[config.mk]
export PLATFORM = sky130hd
export DESIGN_NAME = csc_steering
export DESIGN_NICKNAME = d
export VERILOG_FILES = /design/src/hdl/csc_pkg.sv /design/src/hdl/csc_pin_if.sv /design/src/hdl/csc_pin_stage.sv /design/src/hdl/csc_steering.sv
export SDC_FILE = /design/constraint.sdc
export NUM_CORES = 1
export LEC_CHECK = 0
export ABC_AREA = 1
export BUFFER_PORTS_ARGS = -buffer_cell sky130_fd_sc_hd__buf_2
export CORE_MARGIN = 2
export CORE_UTILIZATION = 30
export DETAILED_ROUTE_END_ITERATION = 8
export PLACE_DENSITY = 0.6
export SLEW_MARGIN = 0
export SYNTH_ARGS = -nofsm -noshare
export SYNTH_HDL_FRONTEND = slang
export SYNTH_SLANG_ARGS = --single-unit
[constraint.sdc]
create_clock -name CLOCK -period 1.8 [get_ports CLOCK]
set_input_delay 0.18 -clock CLOCK [delete_from_list [all_inputs] [get_ports CLOCK]]
set_output_delay 0.18 -clock CLOCK [all_outputs]
set_load 0.03 [all_outputs]
[src/hdl/csc_pkg.sv]
/*
 * Shared constants for the channel buffer steering control block.
 * Assumes one 100 MHz clock and a synchronous active-low reset.
 */
package csc_pkg;

    localparam int CSC_CLOCK_MHZ = 100;
    localparam int CSC_SYNC_STAGES = 3;

    // Positions in the control vector
    localparam int CSC_NUM_CTL = 9;
    localparam int CSC_BIT_RD_EN = 0;
    localparam int CSC_BIT_RD_LATCH0 = 1;
    localparam int CSC_BIT_WR_EN0 = 2;
    localparam int CSC_BIT_WR_EN1 = 3;
    localparam int CSC_BIT_WR_ENH = 4;
    localparam int CSC_BIT_WR_LATCH = 5;
    localparam int CSC_BIT_BYTE_SWAP = 6;
    localparam int CSC_BIT_WORD_SWAP = 7;
    localparam int CSC_BIT_SWAP_DIR = 8;

    // Pin levels after reset: enables, swaps, direction high; latches low
    localparam logic [CSC_NUM_CTL-1:0] CSC_CTL_RESET = 9'h1DD;

    localparam logic CSC_DIR_LOW_TO_HIGH = 1'b0;
    localparam logic CSC_DIR_HIGH_TO_LOW = 1'b1;
    localparam logic CSC_STRAP_RESET = 1'b1;
    localparam logic CSC_DRIVE_RESET = 1'b1;
    localparam logic [7:0] CSC_DATA_RESET = 8'h00;

    typedef enum logic [2:0]
    {
        CSC_KIND_CPU_RD_CH = 3'h0,
        CSC_KIND_CPU_WR_CH = 3'h1,
        CSC_KIND_MST_WR_MEM = 3'h2,
        CSC_KIND_MST_RD_MEM = 3'h3,
        CSC_KIND_REG_RD = 3'h4,
        CSC_KIND_REG_WR = 3'h5
    } csc_kind_type;

    typedef enum logic [3:0]
    {
        CSC_ST_IDLE = 4'h1,
        CSC_ST_FULL = 4'h2,
        CSC_ST_HALF_LO = 4'h4,
        CSC_ST_HALF_HI = 4'h8
    } csc_state_type;

endpackage

[src/hdl/csc_pin_if.sv]
/*
 * Carrier between the steering core and its pin stage.
 * Assumes both ends run on the same clock.
 */
interface csc_pin_if;
    import csc_pkg::*;

    logic [CSC_NUM_CTL-1:0] ctl_next;
    logic [CSC_NUM_CTL-1:0] ctl;
    logic drive_en;

    modport core
    (
        output ctl_next,
        input ctl,
        input drive_en
    );

    modport stage
    (
        input ctl_next,
        output ctl,
        output drive_en
    );
endinterface

[src/hdl/csc_pin_stage.sv]
/*
 * Output register for the buffer controls and board-test pin handling.
 * Assumes the test pin is asynchronous to the clock.
 */
module csc_pin_stage
    import csc_pkg::*;
(
    input wire logic CLOCK,
    input wire logic NRST,
    input wire logic TEST_N,
    csc_pin_if.stage pins
);

    logic [CSC_SYNC_STAGES-1:0] test_sync_reg;
    logic [CSC_NUM_CTL-1:0] ctl_reg;
    logic drive_en_reg;
    wire test_settled = (test_sync_reg[1] == test_sync_reg[2]);

    always_ff @(posedge CLOCK)
    begin
        if (!NRST)
        begin
            test_sync_reg <= '1;
            ctl_reg <= CSC_CTL_RESET;
            drive_en_reg <= CSC_DRIVE_RESET;
        end
        else
        begin
            test_sync_reg <= {test_sync_reg[1:0], TEST_N};
            ctl_reg <= pins.ctl_next;
            if (test_settled)
            begin
                drive_en_reg <= test_sync_reg[2];
            end
        end
    end

    assign pins.ctl = ctl_reg;
    assign pins.drive_en = drive_en_reg;

endmodule

[src/hdl/csc_steering.sv]
/*
 * Channel buffer steering control: enables, latches and swap controls
 * for the external data buffers between the local bus and the Channel.
 * Assumes a cycle sequencer on the same clock that issues requests and
 * marks the end of each Channel cycle.
 */
// Operation
// - Read enable on local reads from Channel
// - Read enable for master writes, register writes
// - 8-bit reads split, byte 0 latched first
// - Three write enables: byte0, byte1, upper
// - Write enables on local writes, master reads
// - Write enables on register reads too
// - Write latch holds local write data
// - 8-bit writes split, latch holds data
// - Byte swap for 8-bit port accesses
// - Word swap for 16-bit master, 32-bit slave
// - Swap direction strap sampled after reset
// - Swap direction driven as output afterwards
// - Test low tristates all outputs; reset still forces CTL_OE high whatever TEST_N is
// - Test high drives outputs normally
// - Defined pin levels after reset
module csc_steering
    import csc_pkg::*;
(
    input wire logic CLOCK,
    input wire logic NRST,
    input wire logic TEST_N,
    input wire logic REQ_VALID,
    input wire logic [2:0] REQ_KIND,
    input wire logic REQ_PORT8,
    input wire logic REQ_MASTER16,
    input wire logic [7:0] REQ_RDATA,
    output logic REQ_READY,
    output logic REQ_DROPPED,
    input wire logic CH_CYCLE_END,
    output logic ACC_DONE,
    output logic [7:0] REG_WDATA,
    output logic CTL_OE,
    output logic READ_BUFFER_ENABLE_N,
    output logic BYTE0_READ_LATCH_ENABLE,
    output logic WRITE_BUFFER_ENABLE_BYTE0_N,
    output logic WRITE_BUFFER_ENABLE_BYTE1_N,
    output logic WRITE_BUFFER_ENABLE_UPPER_WORD_N,
    output logic WRITE_LATCH_ENABLE,
    output logic BYTE_SWAP_CONTROL_N,
    output logic WORD_SWAP_CONTROL_N,
    input wire logic SWAP_DIRECTION_IN,
    output logic SWAP_DIRECTION_OUT,
    output logic SWAP_DIRECTION_OE,
    output logic COPROCESSOR_ABSENT_STRAP,
    input wire logic [7:0] DATA_IN,
    output logic [7:0] DATA_OUT,
    output logic DATA_OE
);

    csc_pin_if pin_bus ();

    csc_pin_stage u_pin_stage
    (
        .CLOCK(CLOCK),
        .NRST(NRST),
        .TEST_N(TEST_N),
        .pins(pin_bus.stage)
    );

    csc_state_type state_reg;
    csc_state_type state_next;
    csc_kind_type kind_reg;
    csc_kind_type kind_next;
    logic master16_reg;
    logic master16_next;
    logic done_reg;
    logic dropped_reg;
    logic [7:0] data_out_reg;
    logic data_oe_reg;
    logic [7:0] reg_wdata_reg;

    // Strap input passes three flops before use
    logic [CSC_SYNC_STAGES-1:0] dir_sync_reg;
    logic strap_reg;
    logic strap_done_reg;

    wire dir_settled = (dir_sync_reg[1] == dir_sync_reg[2]);
    wire idle = (state_reg == CSC_ST_IDLE);
    // No access is taken until the strap has been caught
    wire ready = idle && strap_done_reg;
    wire accept = ready && REQ_VALID;
    wire req_cpu_channel = (csc_kind_type'(REQ_KIND) == CSC_KIND_CPU_RD_CH)
                        || (csc_kind_type'(REQ_KIND) == CSC_KIND_CPU_WR_CH);
    wire req_split = REQ_PORT8 && req_cpu_channel;
    wire end_full = (state_reg == CSC_ST_FULL) && CH_CYCLE_END;
    wire end_lo = (state_reg == CSC_ST_HALF_LO) && CH_CYCLE_END;
    wire end_hi = (state_reg == CSC_ST_HALF_HI) && CH_CYCLE_END;
    wire finishing = end_full || end_hi;

    assign kind_next = accept ? csc_kind_type'(REQ_KIND) : kind_reg;
    assign master16_next = accept ? REQ_MASTER16 : master16_reg;

    always_comb
    begin
        state_next = state_reg;
        unique case (state_reg)
            CSC_ST_IDLE:
            begin
                if (accept)
                begin
                    state_next = req_split ? CSC_ST_HALF_LO : CSC_ST_FULL;
                end
            end
            CSC_ST_FULL:
            begin
                if (end_full)
                begin
                    state_next = CSC_ST_IDLE;
                end
            end
            CSC_ST_HALF_LO:
            begin
                if (end_lo)
                begin
                    state_next = CSC_ST_HALF_HI;
                end
            end
            CSC_ST_HALF_HI:
            begin
                if (end_hi)
                begin
                    state_next = CSC_ST_IDLE;
                end
            end
            default:
            begin
                state_next = CSC_ST_IDLE;
            end
        endcase
    end

    // Controls are decoded from the coming state so that the pin
    // register lines them up with the state itself.
    wire busy_n = (state_next != CSC_ST_IDLE);
    wire first_n = (state_next == CSC_ST_HALF_LO);
    wire second_n = (state_next == CSC_ST_HALF_HI);
    wire k_cpu_rd = (kind_next == CSC_KIND_CPU_RD_CH);
    wire k_cpu_wr = (kind_next == CSC_KIND_CPU_WR_CH);
    wire k_mst_wr = (kind_next == CSC_KIND_MST_WR_MEM);
    wire k_mst_rd = (kind_next == CSC_KIND_MST_RD_MEM);
    wire k_reg_rd = (kind_next == CSC_KIND_REG_RD);
    wire k_reg_wr = (kind_next == CSC_KIND_REG_WR);

    wire rd_flow = busy_n && (k_cpu_rd || k_mst_wr || k_reg_wr);
    wire wr_flow = busy_n && (k_cpu_wr || k_mst_rd || k_reg_rd);
    wire rd_allowed = rd_flow && !wr_flow;

    wire latch0_on = rd_allowed && k_cpu_rd && first_n;
    wire byte_swap_on = second_n;
    // byte 0 buffer off while swap drives low byte
    wire wr0_on = wr_flow && !(second_n && k_cpu_wr);
    wire wr_latch_on = wr_flow && k_cpu_wr;
    wire word_swap_on = busy_n && master16_next && (k_mst_wr || k_mst_rd);
    wire low_to_high = k_cpu_rd || k_mst_wr;
    wire steer_on = byte_swap_on || word_swap_on;
    wire dir_level = (steer_on && low_to_high) ? CSC_DIR_LOW_TO_HIGH : CSC_DIR_HIGH_TO_LOW;

    always_comb
    begin
        pin_bus.ctl_next = CSC_CTL_RESET;
        pin_bus.ctl_next[CSC_BIT_RD_EN] = !rd_allowed;
        pin_bus.ctl_next[CSC_BIT_RD_LATCH0] = latch0_on;
        pin_bus.ctl_next[CSC_BIT_WR_EN0] = !wr0_on;
        pin_bus.ctl_next[CSC_BIT_WR_EN1] = !wr_flow;
        pin_bus.ctl_next[CSC_BIT_WR_ENH] = !wr_flow;
        pin_bus.ctl_next[CSC_BIT_WR_LATCH] = wr_latch_on;
        pin_bus.ctl_next[CSC_BIT_BYTE_SWAP] = !byte_swap_on;
        pin_bus.ctl_next[CSC_BIT_WORD_SWAP] = !word_swap_on;
        pin_bus.ctl_next[CSC_BIT_SWAP_DIR] = dir_level;
    end

    always_ff @(posedge CLOCK)
    begin
        if (!NRST)
        begin
            state_reg <= CSC_ST_IDLE;
            kind_reg <= CSC_KIND_CPU_RD_CH;
            master16_reg <= 1'b0;
        end
        else
        begin
            state_reg <= state_next;
            kind_reg <= kind_next;
            master16_reg <= master16_next;
        end
    end

    // ACC_DONE pulses one cycle; REQ_DROPPED stays high for each cycle that a request is refused
    always_ff @(posedge CLOCK)
    begin
        if (!NRST)
        begin
            done_reg <= 1'b0;
            dropped_reg <= 1'b0;
        end
        else
        begin
            done_reg <= finishing;
            // Requests while busy are ignored, not queued
            dropped_reg <= REQ_VALID && !ready;
        end
    end

    // chain keeps shifting in reset, so the
    // pin level is already settled when reset lifts
    always_ff @(posedge CLOCK)
    begin
        dir_sync_reg <= {dir_sync_reg[1:0], SWAP_DIRECTION_IN};
    end

    // strap caught at the first edge after release
    always_ff @(posedge CLOCK)
    begin
        if (!NRST)
        begin
            strap_reg <= CSC_STRAP_RESET;
            strap_done_reg <= 1'b0;
        end
        else
        begin
            if (!strap_done_reg && dir_settled)
            begin
                strap_reg <= dir_sync_reg[2];
                strap_done_reg <= 1'b1;
            end
        end
    end

    // Register data path on the low byte
    wire capture_rdata = accept && (csc_kind_type'(REQ_KIND) == CSC_KIND_REG_RD);
    wire capture_wdata = end_full && (kind_reg == CSC_KIND_REG_WR);

    always_ff @(posedge CLOCK)
    begin
        if (!NRST)
        begin
            data_out_reg <= CSC_DATA_RESET;
        end
        else if (capture_rdata)
        begin
            data_out_reg <= REQ_RDATA;
        end
    end

    // data pins float outside register reads
    always_ff @(posedge CLOCK)
    begin
        if (!NRST)
        begin
            data_oe_reg <= 1'b0;
        end
        else
        begin
            data_oe_reg <= busy_n && k_reg_rd;
        end
    end

    always_ff @(posedge CLOCK)
    begin
        if (!NRST)
        begin
            reg_wdata_reg <= CSC_DATA_RESET;
        end
        else if (capture_wdata)
        begin
            reg_wdata_reg <= DATA_IN;
        end
    end

    assign REQ_READY = ready;
    assign REQ_DROPPED = dropped_reg;
    assign ACC_DONE = done_reg;
    assign REG_WDATA = reg_wdata_reg;
    assign COPROCESSOR_ABSENT_STRAP = strap_reg;

    // one enable for all control pins except swap direction, which has SWAP_DIRECTION_OE
    assign CTL_OE = pin_bus.drive_en;
    assign READ_BUFFER_ENABLE_N = pin_bus.ctl[CSC_BIT_RD_EN];
    assign BYTE0_READ_LATCH_ENABLE = pin_bus.ctl[CSC_BIT_RD_LATCH0];
    assign WRITE_BUFFER_ENABLE_BYTE0_N = pin_bus.ctl[CSC_BIT_WR_EN0];
    assign WRITE_BUFFER_ENABLE_BYTE1_N = pin_bus.ctl[CSC_BIT_WR_EN1];
    assign WRITE_BUFFER_ENABLE_UPPER_WORD_N = pin_bus.ctl[CSC_BIT_WR_ENH];
    assign WRITE_LATCH_ENABLE = pin_bus.ctl[CSC_BIT_WR_LATCH];
    assign BYTE_SWAP_CONTROL_N = pin_bus.ctl[CSC_BIT_BYTE_SWAP];
    assign WORD_SWAP_CONTROL_N = pin_bus.ctl[CSC_BIT_WORD_SWAP];
    assign SWAP_DIRECTION_OUT = pin_bus.ctl[CSC_BIT_SWAP_DIR];
    // pin stays an input until the strap is held
    assign SWAP_DIRECTION_OE = pin_bus.drive_en && strap_done_reg;
    // data low byte floats unless a register read
    assign DATA_OUT = data_out_reg;
    assign DATA_OE = data_oe_reg && pin_bus.drive_en;

endmodule

==> flow_summary.json, run 1 <==
{
  "setup_ws_ns": 0.261,
  "synthTopCellsByArea": "dfxtp_1 (52%), nand2_1 (8.6%), nor2_1 (8.4%)",
  "cts_made_buffers": 5,
  "holdPathStages": 2,
  "final_cells": 356,
  "dieArea_um2": 6280,
  "track_usage_pct": 13.2,
  "path_clk_slew_ns": 0.08,
  "cts_sinks": 44,
  "synth-simple-area-share_pct": 31.9,
  "drc": 0,
  "utilization_pct": 40.1,
  "stdcell_area_um2": 2190,
  "timing.fmax_mhz": 650,
  "wl_per_cell_um": 11.0,
  "cts_root_buffer": "clkbuf_8",
  "synth_ff_type": "dfxtp_1",
  "synth_nets": 246,
  "syn_inst": 219,
  "placed_cells": 347,
  "vias_per_cell": 4.30,
  "busiest_layer": "met2",
  "hp-class": "input pin to flip-flop",
  "seq_area_um2": 881,
  "ant_nets": 0,
  "place_hpwl_um": 2960,
  "power_density_nw_per_um2": 921,
  "area_growth_syn_to_layout_pct": 29.0,
  "coreArea_um2": 5470,
  "syn_avg_cell_area_um2": 7.76,
  "critPathMostFrequentCell": "nand2_1",
  "grtUsageMet2_pct": 21.3,
  "ys_ff_latch": 44,
  "rsz0062_at_grt": "false",
  "synth_xor_area_share_pct": 0.515,
  "routabilityCongestion": 0.798,
  "path_cells": "inv_2, nor2_2, nand4_2, nand2_1, nand2_2, inv_1, nand2_1, nand2_1, nand3_1",
  "wl_um": 3920,
  "synth_top_area_share_pct": 51.8,
  "worst_slew_pin_slew_ns": 0.642,
  "cap_violations": 0,
  "placed_cell_area_um2": 2070,
  "ys_types": 25,
  "grt_max_degree": 21,
  "pre_cts_ws_ns": 0.280,
  "setup_viol_count_final": 0,
  "ys_seq_area_share_pct": 51.8,
  "fillers": 613,
  "use_met3_pct": 3.75,
  "die_w_um": 79.3,
  "hold_viol": 0,
  "skew_ns": 0.00903,
  "num_vias": 1532,
  "p_leak_nw": 1.05,
  "fin_crit_ns": 1.54,
  "setup_tns_ns": 0,
  "cts_tree": "yes",
  "async_reset_ff_share_pct": 0,
  "synth_fa_ha_area_share_pct": 0,
  "diodes": 0,
  "netlist_top_cells_count": "dfxtp_1 (44), nand2_1 (39), nor2_1 (38), inv_1 (22), nand3_1 (22)",
  "antenna_found_initial": 0,
  "die_h_um": 79.3,
  "arrival_ns": 1.72,
  "worst-path-max-fanout": 11,
  "grt_pass1_wl_um": 6400,
  "worstSkewPairLatency_ns": 0.29,
  "cp-end-kind": "flip-flop",
  "yosysMostFrequentCell": "dfxtp_1",
  "htree_levels": 2,
  "placementRows": 27,
  "drive_gt1_share_pct": 31.0,
  "gr-total-overflow": 0,
  "start_kind": "flip-flop",
  "synth_largest_area_cell": "dfxtp_1",
  "start_util_pct": 31.0,
  "multi_input_area_um2": 689,
  "use_met1_pct": 16.5,
  "syn-cell-area_um2": 1700,
  "grt_pass1_vias": 1480,
  "dr.pass1.iters": 4,
  "cts_setup_buffers": 0,
  "crit_required_ns": 1.98,
  "clk_path_buf_depth": 2,
  "synth_edf_count": 0,
  "relSlewSlack_pct": 57.2,
  "critPathMaxStageDelay_ns": 0.37,
  "synth_top_family_by_area": "simple AND/OR/NAND/NOR gates",
  "crit_path_top_delay_cell": "dfxtp_1",
  "max-vdd-ir-drop_mv": 0.510,
  "synth.area.mux_share_pct": 0,
  "ys_warn_count": 0,
  "synth_compound_area_share_pct": 8.17,
  "status": "completed",
  "reg2regPathDepth": 9,
  "drtIter0Drc": 43,
  "maxSlewViolCount": 0,
  "io_buffers": 58,
  "fin_crit_sh_pct": 85.5,
  "cts_resized": 0,
  "fin_nets": 310,
  "io_pins": 59,
  "critical_path_class": "flip-flop to flip-flop"
}
## what timing repair did
action,in CTS,in global routing
hold endpoints to repair,1,0
hold buffers,1,0
setup endpoints to repair,0,0
## area by class of cell
class	instances	area share [%]
tap	72	4.11
multi-input combinational	144	31.4
clock buffer	6	3.31
inverter	25	4.28
sequential	44	40.2
clock inverter	2	1.60
timing repair buffer	63	15.1
## power breakdown
part	total, mW	switching (mW)	internal (mW)
logic	0.277	0.182	0.0956
registers	1.02	0.0142	1.00
clock network	0.724	0.312	0.412
total	2.02	0.508	1.51
## cells by family after synthesis
kind of cell,after synthesis
and+or+nand+nor,118
buffers and inverters,31
DFF,44
xor gates and xnor gates,1
AOI/OAI and AO/OA,25
## per-stage QoR
| step | hold slack (ns) | power (mW) |
|---|---|---|
| finish | 0.0769 | 2.02 |
| global route | 0.0725 | 2.13 |
| CTS | 0.0692 | 2.05 |
| detailed placement | 0.294 | 1.32 |
| global placement | 0.293 | 1.31 |
| floorplan | 0.208 | 1.23 |
## critical path: cells and delay by family, from the launching register on
kind | cells | cell delay [ns]
flip-flops | 1 | 0.37
AND/OR/NAND/NOR | 7 | 0.89
buffers and inverters | 2 | 0.18
## cell usage in the layout (no fill, tap or decap)
cell            n
a22oi_1         1
a21oi_1         9
or2_2           3
inv_2           3
dlygate4sd3_1   1
nor2_2          2
nor3_1          1
buf_4           4
xor2_1          1
or2_1           1
clkbuf_1        1
bufinv_16       1
o21ai_1         1
nand2_2         5
buf_2          58
o21ai_4         1
nand3_1        22
dfxtp_1        44
clkinv_2        1
o21ai_0        13
inv_1          22
nand2_1        39
clkbuf_8        5
nand4_1         2
nand4_2         2
nor3_2          2
nor2_1         38
nor2_4          1
## path summary, 6_finish.rpt
check                                 endpoint       startpoint  slack (ns)
hold / removal    u_pin_stage.test_sync_reg[0]           TEST_N        0.08
setup reg to reg       u_pin_stage.pins.ctl[2]     state_reg[0]        0.26
hold reg to reg                dir_sync_reg[1]  dir_sync_reg[0]        0.33
setup / recovery       u_pin_stage.pins.ctl[2]     state_reg[0]        0.26
## per-layer routing
layer  vias to the layer above  part of all wire [%]
met5                         -                     0
met3                         6                   5.6
met1                       665                    47
met2                        41                    45
met4                         0                   1.4
li1                        820                     -
Power figures use the tool's default switching activity.
==> inputs of run 2 (changes only) <==
- PLACE_DENSITY: 0.6 -> 0.52
==> run 2 against run 1 <==
Compared with the run above:
- critical path depth fell by 2
- via count up 0.39%
- wire length down 3.6%
- register-to-register slack got worse by 0.03 ns
- setup slack got worse by 0.032 ns
- final cell count fell by 0.56%
- sequential cell count is the same
- sequential share of layout area is 0.25 points lower
- die area stayed put
- cell area up 0.63%
- count of clock-buffer cells in the layout is 1 lower
==> flow_summary.json, run 2 (synthesis gave the netlist of run 1 again) <==
{
  "cts_setup_buffers": 0,
  "track_usage_pct": 13.0,
  "cap_violations": 0,
  "reg2regPathDepth": 7,
  "p_leak_nw": 1.06,
  "critPathMostFrequentCell": "nand2_1",
  "holdBufCountCts": 1,
  "crit_path_top_delay_cell": "dfxtp_1",
  "crit_required_ns": 1.98,
  "fillers": 604,
  "power_density_nw_per_um2": 976,
  "layout_commonest_cell": "buf_2",
  "crit_family": "simple AND/OR/NAND/NOR gates",
  "wl_um": 3780,
  "timing.fmax_mhz": 636,
  "drive_gt1_share_pct": 30.9,
  "worst_slew_pin_slew_ns": 0.629,
  "gr-total-overflow": 0,
  "dr.pass1.iters": 4,
  "critical_path_class": "flip-flop to flip-flop",
  "critPathMaxStageDelay_ns": 0.49,
  "start_kind": "flip-flop",
  "skew_ns": 0.00392,
  "place_hpwl_um": 2880,
  "drtIter0Drc": 40,
  "status": "completed",
  "hp-class": "input pin to flip-flop",
  "worst-path-max-fanout": 11,
  "fin_nets": 309,
  "relSlewSlack_pct": 58.0,
  "die_w_um": 79.3,
  "maxSlewViolCount": 0,
  "cts_made_buffers": 5,
  "rsz0062_at_grt": "false",
  "clk_path_buf_depth": 2,
  "grt_max_degree": 21,
  "io_pins": 59,
  "hold_viol": 0,
  "path_clk_slew_ns": 0.08,
  "placementRows": 27,
  "wl_per_cell_um": 10.7,
  "num_vias": 1538,
  "placed_cell_area_um2": 2070,
  "worstSkewPairLatency_ns": 0.29,
  "vias_per_cell": 4.34,
  "r2r_start": "strap_done_reg",
  "cts_tree": "yes",
  "setup_tns_ns": 0,
  "cts_root_buffer": "clkbuf_8",
  "die_h_um": 79.3,
  "p_total_mw": 2.15,
  "fin_crit_sh_pct": 87.3,
  "diodes": 0,
  "grt_pass1_wl_um": 6480,
  "path_cells": "nand4_2, nand2_1, nand2_2, inv_1, nand2_1, nand2_1, nand3_1",
  "path_buf_inv": 1,
  "max-vdd-ir-drop_mv": 0.420,
  "routabilityCongestion": 0.825,
  "ff2ff_setup_slack_ns": 0.23,
  "setup_viol_count_final": 0,
  "fin_crit_ns": 1.57,
  "hold_ws_ns": 0.0727,
  "dieArea_um2": 6280,
  "r2r-end": "u_pin_stage.pins.ctl[2]",
  "area_growth_syn_to_layout_pct": 29.8,
  "arrival_ns": 1.75,
  "holdPathStages": 2,
  "grt_pass1_vias": 1522,
  "htree_levels": 2,
  "cts_resized": 0,
  "cp-end-kind": "flip-flop",
  "coreArea_um2": 5470,
  "min_from": "TEST_N",
  "cts_sinks": 44,
  "start_util_pct": 31.0,
  "ant_nets": 0,
  "drc": 0,
  "antenna_found_initial": 0,
  "final_cell_mix": "buf_2 (58), dfxtp_1 (44), nand2_1 (39), nor2_1 (38)",
  "stdcell_area_um2": 2210,
  "io_buffers": 58,
  "holdPathEnd": "u_pin_stage.test_sync_reg[0]"
}
[run 2: cell type report]
type / instances / area (um^2) / area share, %
multi-input cells: 144 / 689 / 31.3
clock inverters: 2 / 60.1 / 2.72
well taps: 72 / 90.1 / 4.08
clock buffers: 5 / 68.8 / 3.12
flip-flops and latches: 44 / 881 / 39.9
inverters: 25 / 93.8 / 4.25
repair buffers: 62 / 323 / 14.6
[run 2: worst max-delay path by stage]
stage / depth (start not counted) / endpoint / startpoint / slack [ns]
2_1_floorplan: 9 / u_pin_stage.pins.ctl[2] / strap_done_reg / 0.56
3_3_place_gp: 5 / u_pin_stage.pins.ctl[2] / strap_done_reg / 0.29
3_5_place_dp: 7 / u_pin_stage.pins.ctl[2] / strap_done_reg / 0.24
4_1_cts: 7 / u_pin_stage.pins.ctl[2] / strap_done_reg / 0.22
5_1_grt: 7 / u_pin_stage.pins.ctl[2] / strap_done_reg / 0.07
6_report: 7 / u_pin_stage.pins.ctl[2] / strap_done_reg / 0.23
[run 2: worst reg2reg max path, cell delays in order, from the launching register on]
cell and delay (ns):
dfxtp_1 0.49, nand4_2 0.35, nand2_1 0.17, nand2_2 0.12, inv_1 0.11, nand2_1 0.07
nand2_1 0.08, nand3_1 0.07
[run 2: per-stage QoR]
stage                     util (%)  cells  worst slack (ns)
after CTS                     40.3    354             0.217
after floorplan                  -    219             0.558
after detailed placement      37.8    346             0.237
after global routing          40.3    354            0.0723
final                         40.3    354             0.228
after global placement        37.8    346             0.285
[run 2: metal layers]
| metal | GRT usage (%) | part of all wire (%) |
|---|---|---|
| met5 | 0 | 0 |
| met1 | 15.4 | 47 |
| met3 | 4.32 | 6.9 |
| met4 | 4.66 | 1.3 |
| met2 | 22.0 | 45 |
[run 2: power breakdown]
group	switching [mW]	total (mW)	internal, mW
clock	0.319	0.865	0.546
combinational	0.173	0.266	0.0925
sequential	0.0181	1.02	1.00
